$ cat config.mk
export PLATFORM = sky130hd
export DESIGN_NAME = usi_two_wire
export DESIGN_NICKNAME = d
export VERILOG_FILES = /design/src/core/usi_pkg.sv /design/src/core/usi_pin_sync.sv /design/src/core/usi_two_wire.sv
export VERILOG_INCLUDE_DIRS = /design/src /design/src/core
export SDC_FILE = /design/constraint.sdc
export NUM_CORES = 1
export LEC_CHECK = 0
export ABC_AREA = 0
export BUFFER_PORTS_ARGS = -buffer_cell sky130_fd_sc_hd__buf_4
export CORE_MARGIN = 10
export CORE_UTILIZATION = 30
export CTS_CLUSTER_DIAMETER = 120
export DETAILED_ROUTE_END_ITERATION = 10
export PLACE_DENSITY = 0.57
export SLEW_MARGIN = 20
export SYNTH_ARGS = -nofsm -noshare
export SYNTH_HDL_FRONTEND = slang
export SYNTH_SLANG_ARGS = --single-unit
$ cat constraint.sdc
create_clock -name clk -period 1.92 [get_ports clk]
set_clock_uncertainty 0.05 [all_clocks]
set_input_delay 0.192 -clock clk [delete_from_list [all_inputs] [get_ports clk]]
set_output_delay 0.192 -clock clk [all_outputs]
set_load 0.01 [all_outputs]
$ cat src/core/usi_cfg.svh
// Constants for the two-wire shift interface: offsets, fields, resets, timing.
// Assumes a 125 MHz system clock; included by its bare name.
`ifndef USI_CFG_SVH
`define USI_CFG_SVH

// Register offsets on the plain register port
`define USI_ADDR_W      4
`define USI_ADDR_DATA   4'h0
`define USI_ADDR_STAT   4'h1
`define USI_ADDR_CTRL   4'h2
`define USI_ADDR_PORT   4'h3

// Status fields
`define USI_ST_START    7
`define USI_ST_WRAP     6
`define USI_ST_STOP     5
`define USI_ST_COLL     4
`define USI_ST_CNT_HI   3
`define USI_ST_CNT_LO   0

// Control fields; bits 1 and 0 are strobes and read as zero
`define USI_CT_START_IE 7
`define USI_CT_WRAP_IE  6
`define USI_CT_WM_HI    5
`define USI_CT_WM_LO    4
`define USI_CT_CS_HI    3
`define USI_CT_CS_LO    2
`define USI_CT_SOFT     1
`define USI_CT_TOGGLE   0

// Port fields: line levels and drive enables
`define USI_PT_SDA      0
`define USI_PT_SCL      1
`define USI_PT_SDA_DIR  2
`define USI_PT_SCL_DIR  3

// Reset values and counter constants
`define USI_RST_BYTE    8'h00
`define USI_RST_CNT     4'h0
`define USI_RST_PORT    4'h0
`define USI_CNT_MAX     4'hF
`define USI_CNT_ONE     4'h1
`define USI_BYTE_ZERO   8'h00

// Data line delay in front of the start detector
`define USI_CLK_NS      8
`define USI_SDA_DLY_NS  50
`define USI_SDA_DLY_MAX 40
`define USI_SDA_DLY_CYC ((`USI_SDA_DLY_NS + `USI_CLK_NS - 1) / `USI_CLK_NS)

`endif

$ cat src/core/usi_pkg.sv
// Types for the two-wire shift interface.
// Assumes usi_cfg.svh is on the include path.
`include "usi_cfg.svh"

package usi_pkg;

	// Wire mode, in the order of its two-bit code
	typedef enum logic [1:0] {
		USI_WM_OFF,
		USI_WM_THREE,
		USI_WM_TWO,
		USI_WM_TWO_HOLD
	} usi_wire_mode_t;

	// Shift clock source, in the order of its two-bit code
	typedef enum logic [1:0] {
		USI_CS_SOFT,
		USI_CS_TIMER,
		USI_CS_EXT_POS,
		USI_CS_EXT_NEG
	} usi_clk_sel_t;

	// Synchroniser state
	typedef struct packed {
		logic meta;
		logic lvl;
		logic prev;
	} usi_sync_t;

	// Whole state of the interface apart from the pin synchronisers
	typedef struct packed {
		logic [7:0]                  sr;
		logic [3:0]                  cnt;
		logic                        start_f;
		logic                        wrap_f;
		logic                        stop_f;
		logic                        start_hold;
		logic                        latch;
		logic                        start_ie;
		logic                        wrap_ie;
		usi_wire_mode_t              wm;
		usi_clk_sel_t                cs;
		logic                        soft_count;
		logic [3:0]                  port;
		logic [`USI_SDA_DLY_MAX:0]   sda_dly;
		logic [7:0]                  rdata;
	} usi_state_t;

endpackage

$ cat src/core/usi_pin_sync.sv
// Two-flop synchroniser with edge pulses for one pin input.
// Assumes the pin is asynchronous to clk; reset_n is synchronous.
`timescale 1ns/100ps
`default_nettype none

module usi_pin_sync (
	input  wire logic clk,
	input  wire logic reset_n,
	input  wire logic pin_async,
	output logic      level,
	output logic      rise,
	output logic      fall
);
	import usi_pkg::*;

	usi_sync_t q;
	usi_sync_t d;

	// First stage feeds only the second stage
	always_comb begin
		d      = q;
		d.meta = pin_async;
		d.lvl  = q.meta;
		d.prev = q.lvl;
	end

	// Lines idle high, so reset to high to avoid a false edge
	always_ff @(posedge clk) begin
		if (!reset_n) begin
			q <= '{meta: 1'b1, lvl: 1'b1, prev: 1'b1};
		end else begin
			q <= d;
		end
	end

	assign level = q.lvl;
	assign rise  = q.lvl & ~q.prev;
	assign fall  = ~q.lvl & q.prev;

endmodule // usi_pin_sync

`default_nettype wire

$ cat src/core/usi_two_wire.sv
// Two-wire shift interface: shift register, edge counter, status flags,
// start and stop detection, clock stretching and open-drain line control.
// Assumes a 125 MHz clk, a synchronous active-low reset and bus lines
// that come in asynchronously; a timer match pulse comes from clk logic.
//
// Design decisions made here: the placing of the registers and the plain strobed port.
`timescale 1ns/100ps
`default_nettype none
`include "usi_cfg.svh"

module usi_two_wire #(
	parameter int DLY_CYC = `USI_SDA_DLY_CYC
) (
	input  wire logic                   clk,
	input  wire logic                   reset_n,
	input  wire logic [`USI_ADDR_W-1:0] reg_addr,
	input  wire logic [7:0]             reg_wdata,
	input  wire logic                   reg_wr,
	input  wire logic                   reg_rd,
	output logic      [7:0]             reg_rdata,
	input  wire logic                   timer_match,
	input  wire logic                   sda_in,
	output logic                        sda_out,
	output logic                        sda_oe,
	input  wire logic                   scl_in,
	output logic                        scl_out,
	output logic                        scl_oe,
	output logic                        do_out,
	output logic                        do_oe,
	output logic                        start_irq,
	output logic                        wrap_irq
);
	import usi_pkg::*;

	// The delay tap must exist in the delay line
	if (DLY_CYC < 1 || DLY_CYC > `USI_SDA_DLY_MAX) begin : g_chk
		$error("DLY_CYC out of range");
	end

	usi_state_t q;
	usi_state_t d;

	logic sda_lvl;
	logic sda_rise;
	logic sda_fall;
	logic scl_lvl;
	logic scl_rise;
	logic scl_fall;

	// Both lines pass two flops; a quarter-rate bus leaves
	// every edge visible at least once
	usi_pin_sync u_sda_sync (
		.clk      (clk),
		.reset_n  (reset_n),
		.pin_async(sda_in),
		.level    (sda_lvl),
		.rise     (sda_rise),
		.fall     (sda_fall)
	);

	usi_pin_sync u_scl_sync (
		.clk      (clk),
		.reset_n  (reset_n),
		.pin_async(scl_in),
		.level    (scl_lvl),
		.rise     (scl_rise),
		.fall     (scl_fall)
	);

	// Register port decode
	logic wr_data;
	logic wr_stat;
	logic wr_ctrl;
	logic wr_port;
	logic soft_wr;
	logic toggle_wr;

	assign wr_data   = reg_wr && (reg_addr == `USI_ADDR_DATA);
	assign wr_stat   = reg_wr && (reg_addr == `USI_ADDR_STAT);
	assign wr_ctrl   = reg_wr && (reg_addr == `USI_ADDR_CTRL);
	assign wr_port   = reg_wr && (reg_addr == `USI_ADDR_PORT);
	assign soft_wr   = wr_ctrl && reg_wdata[`USI_CT_SOFT];
	assign toggle_wr = wr_ctrl && reg_wdata[`USI_CT_TOGGLE];

	// Mode decode
	logic two_wire;
	logic three_wire;
	logic ext_clk;

	assign two_wire   = (q.wm == USI_WM_TWO) || (q.wm == USI_WM_TWO_HOLD);
	assign three_wire = (q.wm == USI_WM_THREE);
	assign ext_clk    = (q.cs == USI_CS_EXT_POS) || (q.cs == USI_CS_EXT_NEG);

	// Shift and count events from the chosen source
	logic shift_ev;
	logic cnt_ev;

	always_comb begin
		shift_ev = 1'b0;
		cnt_ev   = 1'b0;
		unique case (q.cs)
			USI_CS_SOFT: begin
				shift_ev = soft_wr;
				cnt_ev   = soft_wr;
			end
			USI_CS_TIMER: begin
				shift_ev = timer_match;
				cnt_ev   = timer_match;
			end
			USI_CS_EXT_POS: begin
				shift_ev = scl_rise;
				cnt_ev   = q.soft_count ? toggle_wr : (scl_rise | scl_fall);
			end
			USI_CS_EXT_NEG: begin
				shift_ev = scl_fall;
				cnt_ev   = q.soft_count ? toggle_wr : (scl_rise | scl_fall);
			end
		endcase
	end

	// Counter step; a software load of the counter takes priority
	logic cnt_inc;
	logic wrap_ev;

	assign cnt_inc = cnt_ev && !wr_stat;
	assign wrap_ev = cnt_inc && (q.cnt == `USI_CNT_MAX);

	// Start seen on the delayed data line so the clock line is settled
	logic dly_now;
	logic dly_old;
	logic start_cond;
	logic stop_cond;

	assign dly_now = q.sda_dly[DLY_CYC - 1];
	assign dly_old = q.sda_dly[DLY_CYC];
	assign start_cond = two_wire && dly_old && !dly_now && scl_lvl;
	assign stop_cond  = two_wire && sda_rise && scl_lvl;

	// Flag set and clear sources
	logic start_set;
	logic start_clr;
	logic wrap_clr;
	logic stop_clr;

	assign start_set = two_wire ? start_cond : cnt_inc;
	assign start_clr = wr_stat && reg_wdata[`USI_ST_START];
	assign wrap_clr  = wr_stat && reg_wdata[`USI_ST_WRAP];
	assign stop_clr  = wr_stat && reg_wdata[`USI_ST_STOP];

	// Latch opens in the half cycle opposite the sampling edge
	logic latch_open;

	always_comb begin
		latch_open = 1'b1;
		if (q.cs == USI_CS_EXT_POS) begin
			latch_open = !scl_lvl;
		end else if (q.cs == USI_CS_EXT_NEG) begin
			latch_open = scl_lvl;
		end
	end

	logic collision;

	assign collision = q.sr[7] ^ sda_lvl;

	// Next state
	always_comb begin
		d = q;

		// Delay line for the start detector
		d.sda_dly = {q.sda_dly[`USI_SDA_DLY_MAX-1:0], sda_lvl};

		// Unbuffered shifter; a write in the shift cycle wins
		if (wr_data) begin
			d.sr = reg_wdata;
		end else if (shift_ev) begin
			d.sr = {q.sr[6:0], sda_lvl};
		end

		// Edge counter, loadable through the status low nibble
		if (wr_stat) begin
			d.cnt = reg_wdata[`USI_ST_CNT_HI:`USI_ST_CNT_LO];
		end else if (cnt_inc) begin
			d.cnt = q.cnt + `USI_CNT_ONE;
		end

		// Sticky flags: a set in the clearing cycle wins
		d.start_f = (q.start_f && !start_clr) || start_set;
		d.wrap_f  = (q.wrap_f && !wrap_clr) || wrap_ev;
		d.stop_f  = (q.stop_f && !stop_clr) || stop_cond;

		// Start hold engages once the master pulls the clock low
		if (!d.start_f || !two_wire) begin
			d.start_hold = 1'b0;
		end else if (q.start_f && !scl_lvl) begin
			d.start_hold = 1'b1;
		end

		// Output latch follows the top bit while open
		if (latch_open) begin
			d.latch = d.sr[7];
		end

		// Control register
		if (wr_ctrl) begin
			d.start_ie   = reg_wdata[`USI_CT_START_IE];
			d.wrap_ie    = reg_wdata[`USI_CT_WRAP_IE];
			d.wm         = usi_wire_mode_t'(reg_wdata[`USI_CT_WM_HI:`USI_CT_WM_LO]);
			d.cs         = usi_clk_sel_t'(reg_wdata[`USI_CT_CS_HI:`USI_CT_CS_LO]);
			d.soft_count = reg_wdata[`USI_CT_SOFT] && reg_wdata[`USI_CT_CS_HI];
		end

		// Port bits; the toggle strobe flips the clock level
		if (wr_port) begin
			d.port = reg_wdata[3:0];
		end
		if (toggle_wr) begin
			d.port[`USI_PT_SCL] = !d.port[`USI_PT_SCL];
		end

		// Read data stands for one cycle after the strobe
		d.rdata = `USI_BYTE_ZERO;
		if (reg_rd) begin
			unique case (reg_addr)
				`USI_ADDR_DATA: d.rdata = q.sr;
				`USI_ADDR_STAT: d.rdata = {q.start_f, q.wrap_f, q.stop_f, collision, q.cnt};
				`USI_ADDR_CTRL: d.rdata = {q.start_ie, q.wrap_ie, q.wm, q.cs, 2'b00};
				`USI_ADDR_PORT: d.rdata = {4'h0, q.port};
				default:        d.rdata = `USI_BYTE_ZERO;
			endcase
		end
	end

	// State register
	always_ff @(posedge clk) begin
		if (!reset_n) begin
			q <= '{
				sr:         `USI_RST_BYTE,
				cnt:        `USI_RST_CNT,
				start_f:    1'b0,
				wrap_f:     1'b0,
				stop_f:     1'b0,
				start_hold: 1'b0,
				latch:      1'b0,
				start_ie:   1'b0,
				wrap_ie:    1'b0,
				wm:         USI_WM_OFF,
				cs:         USI_CS_SOFT,
				soft_count: 1'b0,
				port:       `USI_RST_PORT,
				sda_dly:    '1,
				rdata:      `USI_RST_BYTE
			};
		end else begin
			q <= d;
		end
	end

	// Clock line hold sources
	logic hold_low;

	assign hold_low = q.start_hold
		|| ((q.wm == USI_WM_TWO_HOLD) && q.wrap_f);

	// Data line: open drain in two-wire, pulled low by shifter or port
	assign sda_out = 1'b0;
	assign sda_oe  = two_wire && q.port[`USI_PT_SDA_DIR]
		&& (!q.latch || !q.port[`USI_PT_SDA]);

	// Clock line: push-pull in three-wire, open drain in two-wire
	assign scl_out = three_wire && q.port[`USI_PT_SCL];
	assign scl_oe  = three_wire ? q.port[`USI_PT_SCL_DIR]
		: (two_wire && q.port[`USI_PT_SCL_DIR]
		&& (!q.port[`USI_PT_SCL] || hold_low));

	// Separate data output pin for three-wire mode
	assign do_out = q.latch;
	assign do_oe  = three_wire && q.port[`USI_PT_SDA_DIR];

	// Interrupt requests are levels; the flags stay until cleared
	assign start_irq = q.start_f && q.start_ie;
	assign wrap_irq  = q.wrap_f && q.wrap_ie;

	assign reg_rdata = q.rdata;

endmodule // usi_two_wire

`default_nettype wire

# Word level (Yosys, flattened, before mapping)

Cells that the tools add are included.
W data, S select, Z words.

Output and inout bits: 16
Register bits after elaboration: 50
Logic and storage cells: 114

Equality and inequality tests: 10
Bitwise gates (word level): 9
Mux-type cells: 14
Add/subtract/negate cells: 1
Reductions and logical operators: 57

Operators with widths:

| kind                  | count |
|---|---|
| $pmux W8 S4           | 1 |
| $logic_and A1 B1 Y1   | 30 |
| $mux W8               | 2 |
| $logic_not A1 Y1      | 12 |
| $eq A2 B2 Y1 const B  | 4 |
| $eq A4 B2 Y1 const B  | 2 |
| $logic_or A1 B1 Y1    | 8 |
| $mux W4               | 2 |
| $mux W1               | 6 |
| $add A4 B1 Y4 const B | 1 |
| $eq A2 B1 Y1 const B  | 2 |
| $eq A4 B1 Y1 const B  | 1 |
| $eq A4 B4 Y1 const B  | 1 |
| $logic_not A4 Y1      | 1 |
| $not A1 Y1            | 4 |
| $pmux W1 S4           | 1 |
| $reduce_bool A2 Y1    | 2 |
| $reduce_or A2 Y1      | 2 |
| $and A1 B1 Y1         | 3 |
| $pmux W1 S3           | 1 |
| $logic_not A2 Y1      | 1 |
| $mux W2               | 1 |
| $reduce_and A2 Y1     | 1 |
| $or A1 B1 Y1          | 1 |
| $xor A1 B1 Y1         | 1 |

# Depth between registers and ports, before layout

Gate-level depths: netlist (run 1).

Depth after elaboration: 11
Mapped depth: 7
Gate-level depth less buffers: 7

# Modules after synthesis

Synthesis (run 1) repeated with hierarchy kept, for this count alone.

Cells, all modules: 248
Area, all modules: 2269.7 µm²

By module, submodules not included:

| module       | instances | cells each | area an instance (µm²) |
|---|---|---|---|
| usi_two_wire | 1         | 232        | 2087.0 |
| usi_pin_sync | 2         | 8          | 91.3 |

# Least setup slack after synthesis (run 1)

OpenSTA, ideal clock, no wires.

Kind: register to register
Start point: register u_scl_sync.q, in the netlist u_scl_sync.level
End point: register q, in the netlist do_out
Setup time: 0.087 ns
Cell stages (with the launch flop): 8
Path slack: -0.098 ns
Arrival time: 1.881 ns
Path through: dfxtp_1 -> inv_1 -> ha_1 -> mux2i_1 -> mux2i_1 -> a41oi_2 -> mux2_2 -> o31ai_1

Longest elaborated chain between the ends: 5
Elaborated cells on any way between the ends: 9

Ends and longest elaborated chain:

| what                   | line                | RTL |
|---|---|---|
| start, declared        | usi_pin_sync.sv:16  | `usi_sync_t q;` |
| start signal, assigned | usi_pin_sync.sv:30  | `q <= '{meta: 1'b1, lvl: 1'b1, prev: 1'b1};` |
| $not A1 Y1             | usi_pin_sync.sv:38  | `assign fall = ~q.lvl & q.prev;` |
| $and A1 B1 Y1          | usi_pin_sync.sv:38  |  |
| $pmux W1 S4            | usi_two_wire.sv:101 | `unique case (q.cs)` |
| $mux W8                | usi_two_wire.sv:176 | `end else if (shift_ev) begin` |
| $mux W8                | usi_two_wire.sv:174 | `if (wr_data) begin` |
| end signal, assigned   | usi_two_wire.sv:237 | `q <= '{` |
| end, declared          | usi_two_wire.sv:40  | `usi_state_t q;` |

Several ways; a longest one is shown, not always the timed one. The select of a mux whose other input is x is not followed.
A chain may end at the register's enable or synchronous reset.

# Worst setup path after layout (run 1)

Start point: register u_scl_sync.q, in the netlist u_scl_sync.level
End point: register q[65] in the netlist's numbering

Longest elaborated chain between the ends: 7
Elaborated cells on any way between the ends: 8

Ends and longest elaborated chain:

| what                                    | line                                     | RTL |
|---|---|---|
| $not A1 Y1                              | usi_pin_sync.sv:38                       |  |
| $and A1 B1 Y1                           | usi_pin_sync.sv:38                       |  |
| $or A1 B1 Y1 (*)                        | usi_two_wire.sv:112, usi_two_wire.sv:116 |  |
| $mux W1 (*)                             | usi_two_wire.sv:112, usi_two_wire.sv:116 |  |
| $pmux W1 S3 (*)                         | usi_two_wire.sv:101                      |  |
| $logic_and A1 B1 Y1 (*)                 | usi_two_wire.sv:125                      | `assign cnt_inc = cnt_ev && !wr_stat;` |
| $reduce_bool A2 Y1 (no source line) (*) | n/a                                      |  |

Mark *: on every way between the ends. The rest lies on a longest branch, timed or not.

==> impl_metrics.ini, run 1 <==
[run_status]
status = finished, final reports clean

[die]
io_pins = 35
die_w_microns = 107
dieHeight_microns = 107
rows = 31
start_util_pct = 31.0
dieArea_sq_um = 11400
core_sq_um = 7250

[grt]
grt_pass1_wl_microns = 9360
grt_usage_pct = 10.4
grt_max_degree = 29
grt_pass1_vias = 1793
grt_antenna_before_repair = 0
grt_overflow = 0

[placed_design]
dp_cells = 366
dp_hpwl_microns = 4280
portBuffers = 33
gp_congestion = 0.880

[worst_hold_path]
min_path_type = in2reg
hold_start = reg_wdata[4]
min_to = q[56]$_SDFFE_PN0N_
whs_path_depth = 3

[worst_setup_path]
critPathKind = reg2reg
cpMaxStageDelayCell = or4b_1
end_kind = register
cp.required_ps = 2110
cp_max_fo = 6
cp_data_arrival_time_ps = 1970
cp_cell_sequence = inv_1 -> ha_1 -> nor3b_2 -> a41oi_1 -> o31a_1 -> or4b_1 -> o211ai_1
r2r-end = q[65]$_SDFFE_PN0P_
critPathLaunchType = register
ff2ff_setup_slack_ps = 140
slowest_delay_ps = 490
r2r_cells = 7
reg2reg_from = u_scl_sync.level$_SDFF_PN1_
critical_path_buf_inv_count = 1
crit_family = simple AND/OR/NAND/NOR gates

[final_layout]
instances_no_fill = 377
nets = 299
layout-drive-gt1-share_pct = 21.2
area_growth_pct = 21.8
diodes = 0
final_util_pct = 37.7

[pwr]
vdd_drop_max_mv = 0.235
p_leak_nw = 1.13
power.density_nw_per_um2 = 677

[clock_network]
clock-sinks = 49
cts.path.max_buffers = 2
clk_latency_ps = 310
cts_tree = yes
path_clk_slew_ps = 90
htree_num_levels = 2
cts_made_buffers = 5
cts-root-buf = clkbuf_8

[yosys]
ys_warn_count = 0
synth_ff_type = dfxtp_1
synth_commonest_cells = dfxtp_1, mux2i_1, nor2_1
netlist.area_leader.share_pct = 43.7
synth_seq_cells = 49
async_reset_ff_share_pct = 0
netlist_instances = 243
yosysTopAreaCell = dfxtp_1
yosys.cell_count.top_type = dfxtp_1
synth_edf_count = 0
synth_area_sq_um = 2250
postSynthAreaPerCell_sq_um = 9.25
seq_area_frac_synth_pct = 43.7
synth_area_leaders = dfxtp_1, mux2i_1, a21oi_1, o21ai_0, buf_4
ys_types = 42
synthesis.nets = 265

[timing]
hold_viol = 0
setup-tns-final_ps = 0
rsz0062_at_grt = no
finalCritPeriodShare_pct = 92.9
clock.fmax_mhz = 561
setup_viol = 0
slew_viol_final = 0
period_needed_ps = 1780

[drt]
vias = 1765
drc = 0
routedWlPerCell_microns = 15.1
wl_microns = 5690
ant_nets = 0
first_pass_iters = 4
viasPerCell = 4.68
drtIter0Drc = 65

[run]
cap_violations = 0
[cells by family (layout without fill, tap and decap cells)]
logic type | after synthesis | after routing | share of synthesized area, %
muxes | 31 | 31 | 13.9
AOI/OAI and AO/OA | 50 | 50 | 13.6
other | 1 | 1 | 0.167
adders and majority gates | 3 | 3 | 1.67
DFF | 49 | 49 | 43.7
buffers and inverters | 26 | 61 | 6.07
xor gates and xnor gates | 3 | 3 | 1.17
and+or+nand+nor | 80 | 80 | 19.8
[flip-flops by register name, summed over array words and instances, names as in the netlist]
| name | flops |
|---|---|
| u_scl_sync.q | 1 |
| u_scl_sync.d | 1 |
| u_scl_sync.level | 1 |
| q | 27 |
| reg_rdata | 8 |
| d | 8 |
| u_sda_sync.d | 1 |
| do_out | 1 |
| u_sda_sync.level | 1 |
[layout make-up]
class,count,area [sq um]
fillers,759,4520
multi-input cells,168,1150
flip-flops and latches,49,982
repair buffers,48,365
well taps,99,124
clock buffers,6,82.6
inverters,5,18.8
clock inverters,2,13.8
[routing by layer]
layer  global-route usage (%)  routed length [microns]
met4                     4.06                       89
met1                     12.8                     2740
met5                        0                        0
met2                     16.3                     2450
met3                     3.68                      412
[where the power goes]
part	total, W	internal (W)	leakage (nW)	switching [W]
registers	0.00105	0.00103	0.397	0.0000149
clock network	0.000643	0.000292	0.0512	0.000350
logic	0.000163	0.0000786	0.678	0.0000844
[worst register-to-register path: cells and delay by family, from the launching register on]
kind                       cells  cell delay, ps
and+or+nand+nor                2             650
DFF                            1             340
AOI/OAI and AO/OA              3             330
adders and majority gates      1             300
buffers and inverters          1              50
[worst max-delay path by stage]
stage | from | to | depth (start not counted)
6_report | u_scl_sync.level$_SDFF_PN1_ | q[65]$_SDFFE_PN0P_ | 7
5_1_grt | u_scl_sync.level$_SDFF_PN1_ | q[65]$_SDFFE_PN0P_ | 7
4_1_cts | u_scl_sync.level$_SDFF_PN1_ | q[65]$_SDFFE_PN0P_ | 7
3_5_place_dp | u_scl_sync.level$_SDFF_PN1_ | q[65]$_SDFFE_PN0P_ | 7
3_3_place_gp | u_scl_sync.level$_SDFF_PN1_ | q[65]$_SDFFE_PN0P_ | 7
2_1_floorplan | u_scl_sync.level$_SDFF_PN1_ | do_out$_SDFFE_PN0P_ | 7
[cells in the final DEF, fill, tap and decap left out, drive strengths merged, types with 2 or more instances in the layout]
cell         count
a21oi           16
dfxtp           49
o21ai           16
nor2b           11
nand2b          12
clkinv           2
nand3            6
or3              4
inv              5
xor2             2
and2             4
a31oi            5
clkbuf           6
and3             3
nand2           12
a41oi            2
o22a             2
nand4            2
buf             46
mux2i           30
ha               3
a21boi           4
dlygate4sd3      2
nor2            17
nor3b            2
nor3             2
[per-stage QoR]
step | hold WS, ps | power, W | worst slack, ps | instance area [sq um]
after global routing | 101 | 0.00194 | 6.42 | 2740
after detailed placement | 328 | 0.00123 | 82.5 | 2610
after floorplan | 231 | 0.00115 | 17.1 | 2260
final | 99.1 | 0.00185 | 137 | 2740
after CTS | 90.8 | 0.00188 | 73.6 | 2720
after global placement | 330 | 0.00123 | 175 | 2610
[what timing repair did]
action | in CTS | in global routing
buffers inserted | 0 | 1
hold buffers | 2 | 0
resized for setup | 0 | 2
setup endpoints to repair | 0 | 3
hold endpoints to repair | 2 | 0
Power figures use the tool's default switching activity.
==> run 2, diff against run 1 <==
--- a/config.mk
+++ b/config.mk
@@ -12,7 +12,7 @@
 export CORE_UTILIZATION = 30
 export CTS_CLUSTER_DIAMETER = 120
 export DETAILED_ROUTE_END_ITERATION = 10
-export PLACE_DENSITY = 0.57
+export PLACE_DENSITY = 0.56
 export SLEW_MARGIN = 20
 export SYNTH_ARGS = -nofsm -noshare
 export SYNTH_HDL_FRONTEND = slang
==> constraint.sdc (replaced) <==
create_clock -name clk -period 1.8 [get_ports clk]
set_clock_uncertainty 0.05 [all_clocks]
set_input_delay 0.18 -clock clk [delete_from_list [all_inputs] [get_ports clk]]
set_output_delay 0.18 -clock clk [all_outputs]
set_load 0.01 [all_outputs]
==> run 2 against run 1 <==
  * Combinational power is 9% higher
  * Worst setup slack worse by 86 ps
  * Routed wire length is 0.39% higher
  * First-iteration DRC count is 46% higher
  * Critical path depth stayed put
  * Clock power is 0.9% higher
  * Sequential share of layout area is 0.35 points lower
  * Die area stayed put
==> impl_metrics.ini, run 2 (synthesized netlist as in run 1, its figures left out) <==
[grt]
grt_usage_pct = 10.3
grt_overflow = 0
grt_pass1_vias = 1758
grt_max_degree = 25
grt_pass1_wl_microns = 9390
grt_antenna_before_repair = 0

[pwr]
p_int_w = 0.00146
sw_frac_of_total_pct = 24.8
switchingPower_w = 0.000482
pwr-share-seq_pct = 57.5
p_comb_share_pct = 9.1
p_leak_nw = 1.13
vdd_drop_max_mv = 0.229
power.density_nw_per_um2 = 702
pwr-share-clk_pct = 33.4

[die]
dieArea_sq_um = 11400
start_util_pct = 31.0
dieHeight_microns = 107
core_sq_um = 7250
io_pins = 35
rows = 31
die_w_microns = 107

[final_layout]
nets = 302
layout_common_cells = buf_4, dfxtp_1, mux2i_1
top_register = q
largest_reg_flops = 27
layout_commonest_cell = buf_4
instances_no_fill = 380
diodes = 0
area_growth_pct = 23.3
layout-drive-gt1-share_pct = 23.5
final_util_pct = 38.2

[clock_network]
cts_tree = yes
htree_num_levels = 2
clk_latency_ps = 310
cts-root-buf = clkbuf_8
cts.path.max_buffers = 2
cts_made_buffers = 5
clock-sinks = 49
path_clk_slew_ps = 90

[worst_setup_path]
cp_max_fo = 6
cp.required_ps = 1980
critPathKind = reg2reg
critPathLaunchType = register
cp_data_arrival_time_ps = 1930
end_kind = register

[drt]
drc = 0
wl_microns = 5720
routedWlPerCell_microns = 15.0
first_pass_iters = 4
ant_nets = 0
viasPerCell = 4.71
drtIter0Drc = 95
vias = 1791

[timing]
period_needed_ps = 1750
slew_viol_final = 0
setup_viol = 0
finalCritPeriodShare_pct = 97.2
hold_viol = 0
rsz0062_at_grt = yes
clock.fmax_mhz = 572

[placed_design]
portBuffers = 33
gp_congestion = 0.834
dp_cells = 368
dp_hpwl_microns = 4360

[run]
cap_violations = 0

[worst_hold_path]
min_path_type = in2reg

[run_status]
status = finished, final reports clean
-- run 2: changes by cell type in the layout (fill, tap and decap cells not counted), moves of 2 or more --
| cell | before | now |
|---|---|---|
| clkinvlp_4 | 0 | 2 |
| dfxtp_2 | 1 | 3 |
| buf_4 | 46 | 49 |
| dfxtp_1 | 48 | 46 |
-- run 2: layout make-up --
| cell class | count | area (sq um) |
|---|---|---|
| clock inverters | 2 | 15.0 |
| well taps | 99 | 124 |
| clock buffers | 6 | 72.6 |
| flip-flops and latches | 49 | 985 |
| multi-input cells | 168 | 1170 |
| fillers | 740 | 4480 |
| repair buffers | 51 | 388 |
| inverters | 5 | 18.8 |
-- run 2: final timing paths --
check	start	slack, ps	cells past startpoint	end
worst max-delay path	u_scl_sync.level$_SDFF_PN1_	50	7	q[65]$_SDFFE_PN0P_
worst max register to register	u_scl_sync.level$_SDFF_PN1_	50	7	q[65]$_SDFFE_PN0P_
worst min register to register	d[12]$_SDFF_PN1_	370	1	d[13]$_SDFF_PN1_
worst min-delay path	reg_wdata[4]	80	3	q[56]$_SDFFE_PN0N_
-- run 2: worst max-delay path, stage by stage, from the launching register on --
cell and delay (ps):
dfxtp_2 330, inv_2 70, ha_4 190, nor3b_2 160
a41oi_1 60, o31a_1 180, or4b_1 540, o211ai_1 90
-- run 2: through the flow --
stage	setup WS [ps]	setup TNS, ps	cell area (sq um)	hold WS [ps]	total power (W)
final	51.0	0	2770	78.2	0.00194
after global routing	-44.6	-46.4	2770	85.4	0.00202
after CTS	0.951	0	2740	75.9	0.00196
after detailed placement	8.34	0	2620	317	0.00131
after global placement	46.4	0	2620	316	0.00131
after floorplan	4.71	0	2260	219	0.00123
-- run 2: per-layer routing --
| layer | track usage [%] | vias up | wire length (microns) |
|---|---|---|---|
| li1 | - | 912 | - |
| met1 | 13.7 | 824 | 2860 |
| met2 | 15.3 | 49 | 2420 |
| met3 | 2.96 | 6 | 362 |
| met4 | 3.87 | 0 | 75 |
| met5 | 0 | - | 0 |
-- run 2: power groups by stage --
stage / clock, W / sequential (W) / combinational (W)
after floorplan: 0 / 0.00114 / 0.0000944
after global placement: 0 / 0.00114 / 0.000170
after detailed placement: 0 / 0.00114 / 0.000170
after CTS: 0.000670 / 0.00112 / 0.000175
after global routing: 0.000703 / 0.00112 / 0.000198
final: 0.000649 / 0.00112 / 0.000178
-- run 2: what timing repair did --
item / in CTS / in global routing
hold buffers: 2 / 0
endpoints found under the setup margin: 1 / 9
buffers inserted: 0 / 2
pin swaps: 0 / 4
endpoints found under the hold margin: 2 / 0
resized for setup: 1 / 4
gates cloned: 0 / 0
==> run 3, diff against run 2 <==
--- a/config.mk
+++ b/config.mk
@@ -8,10 +8,11 @@
 export LEC_CHECK = 0
 export ABC_AREA = 0
 export BUFFER_PORTS_ARGS = -buffer_cell sky130_fd_sc_hd__buf_4
-export CORE_MARGIN = 10
+export CORE_MARGIN = 8
 export CORE_UTILIZATION = 30
 export CTS_CLUSTER_DIAMETER = 120
 export DETAILED_ROUTE_END_ITERATION = 10
+export MAX_ROUTING_LAYER = met4
 export PLACE_DENSITY = 0.56
 export SLEW_MARGIN = 20
 export SYNTH_ARGS = -nofsm -noshare
==> constraint.sdc (replaced) <==
create_clock -name clk -period 1.76 [get_ports clk]
set_clock_uncertainty 0.05 [all_clocks]
set_input_delay 0.176 -clock clk [delete_from_list [all_inputs] [get_ports clk]]
set_output_delay 0.176 -clock clk [all_outputs]
set_load 0.01 [all_outputs]
==> run 3 against run 2 <==
  * Critical path type unchanged
  * Sequential power barely moved
  * Global-route usage increased by 1.1 points
  * Register-to-register slack about the same
==> impl_metrics.ini, run 3 (synthesized netlist as in run 1, its figures left out) <==
[run_status]
status = finished, final reports clean

[final_layout]
diodes = 0
instances_no_fill = 381
multi_input_area_sq_um = 1170
area_growth_pct = 25.1
top_register = q
num-fill-cells = 748
layout_common_cells = buf_4, dfxtp_1, mux2i_1
nets = 303
final_util_pct = 38.8
layout_commonest_cell = buf_4
layout-drive-gt1-share_pct = 23.8
regArea_sq_um = 983
largest_reg_flops = 27

[placed_design]
portBuffers = 33
dp_cells = 370
gp_congestion = 0.798
dp_hpwl_microns = 4310
place_ws_ps = 66.0

[worst_setup_path]
critPathLaunchType = register
cp_data_arrival_time_ps = 1900
end_kind = register
cp.required_ps = 1940
r2r_cells = 7
critPathKind = reg2reg
cp_max_fo = 3

[grt]
grt_pass1_vias = 1681
grt_pass1_wl_microns = 8960
grt_antenna_before_repair = 0
grt_max_degree = 26
grt_overflow = 0
grt_usage_pct = 11.4

[die]
die_w_microns = 103
io_pins = 35
start_util_pct = 31.0
dieHeight_microns = 103
rows = 31
core_sq_um = 7250
dieArea_sq_um = 10500

[timing]
setup_slack_ps = 40.6
hold_slack_ps = 82.1
hold_viol = 0
rsz0062_at_grt = yes
slew_viol_final = 0
period_needed_ps = 1720
setup_viol = 0
clock.fmax_mhz = 582
finalCritPeriodShare_pct = 97.7
setup-tns-final_ps = 0

[worst_hold_path]
whs_path_depth = 3
min_path_type = in2reg

[drt]
routedWlPerCell_microns = 15.1
viasPerCell = 4.67
wl_microns = 5770
first_pass_iters = 4
drtIter0Drc = 83
vias = 1779
ant_nets = 0
drc = 0

[clock_network]
htree_num_levels = 2
cts_tree = yes
clock-sinks = 49
path_clk_slew_ps = 90
cts_made_buffers = 5
cts.path.max_buffers = 2
clk_latency_ps = 310
cts-root-buf = clkbuf_8

[pwr]
power.density_nw_per_um2 = 760
p_leak_nw = 1.16
vdd_drop_max_mv = 0.345

[run]
cap_violations = 0
-- run 3: what timing repair did --
item                                   CTS  global route
buffers inserted                         0             1
gates resized for setup                  0             6
hold buffers                             2             0
endpoints found under the hold margin    2             0
setup endpoints to repair                0             8
-- run 3: path summary, 6_finish.rpt --
check,from,endpoint,slack (ps)
worst min register to register,d[13]$_SDFF_PN1_,d[14]$_SDFF_PN1_,360
worst max-delay path,u_scl_sync.level$_SDFF_PN1_,do_out$_SDFFE_PN0P_,40
worst max register to register,u_scl_sync.level$_SDFF_PN1_,do_out$_SDFFE_PN0P_,40
worst min-delay path,reg_wdata[4],q[56]$_SDFFE_PN0N_,80
-- run 3: worst max-delay path, stage by stage (launching register included) --
cell and delay (ps):
dfxtp_2 330, buf_4 140, ha_1 190, nand2_1 80, mux2i_2 90, a41oi_4 270, mux2_4 340, o31ai_2 160
-- run 3: metrics by stage --
stage                     instance area, sq um  total power [W]
after floorplan                           2280          0.00126
after global placement                    2650          0.00134
after detailed placement                  2650          0.00135
after CTS                                 2780          0.00216
after global routing                      2810          0.00223
final                                     2810          0.00214
-- run 3: report_power, final --
part	internal [W]	switching, W
registers	0.00113	0.0000164
logic	0.0000895	0.0000952
clock network	0.000427	0.000382
-- run 3: final cells by class --
cell class | instances | share of cell area [%]
Clock buffer | 6 | 2.58
Multi-Input combinational cell | 168 | 41.7
Sequential cell | 49 | 35.0
Tap cell | 99 | 4.41
Timing Repair Buffer | 52 | 14.3
Clock inverter | 2 | 1.38
Inverter | 5 | 0.668
-- run 3: layer usage --
layer  part of all wire, %  routed length, microns  global-route usage, %
met3                   5.1                     296                   2.57
met2                    46                    2630                   17.6
met4                   1.3                      75                   4.06
met1                    48                    2770                   14.3
met5                     0                       0                      -
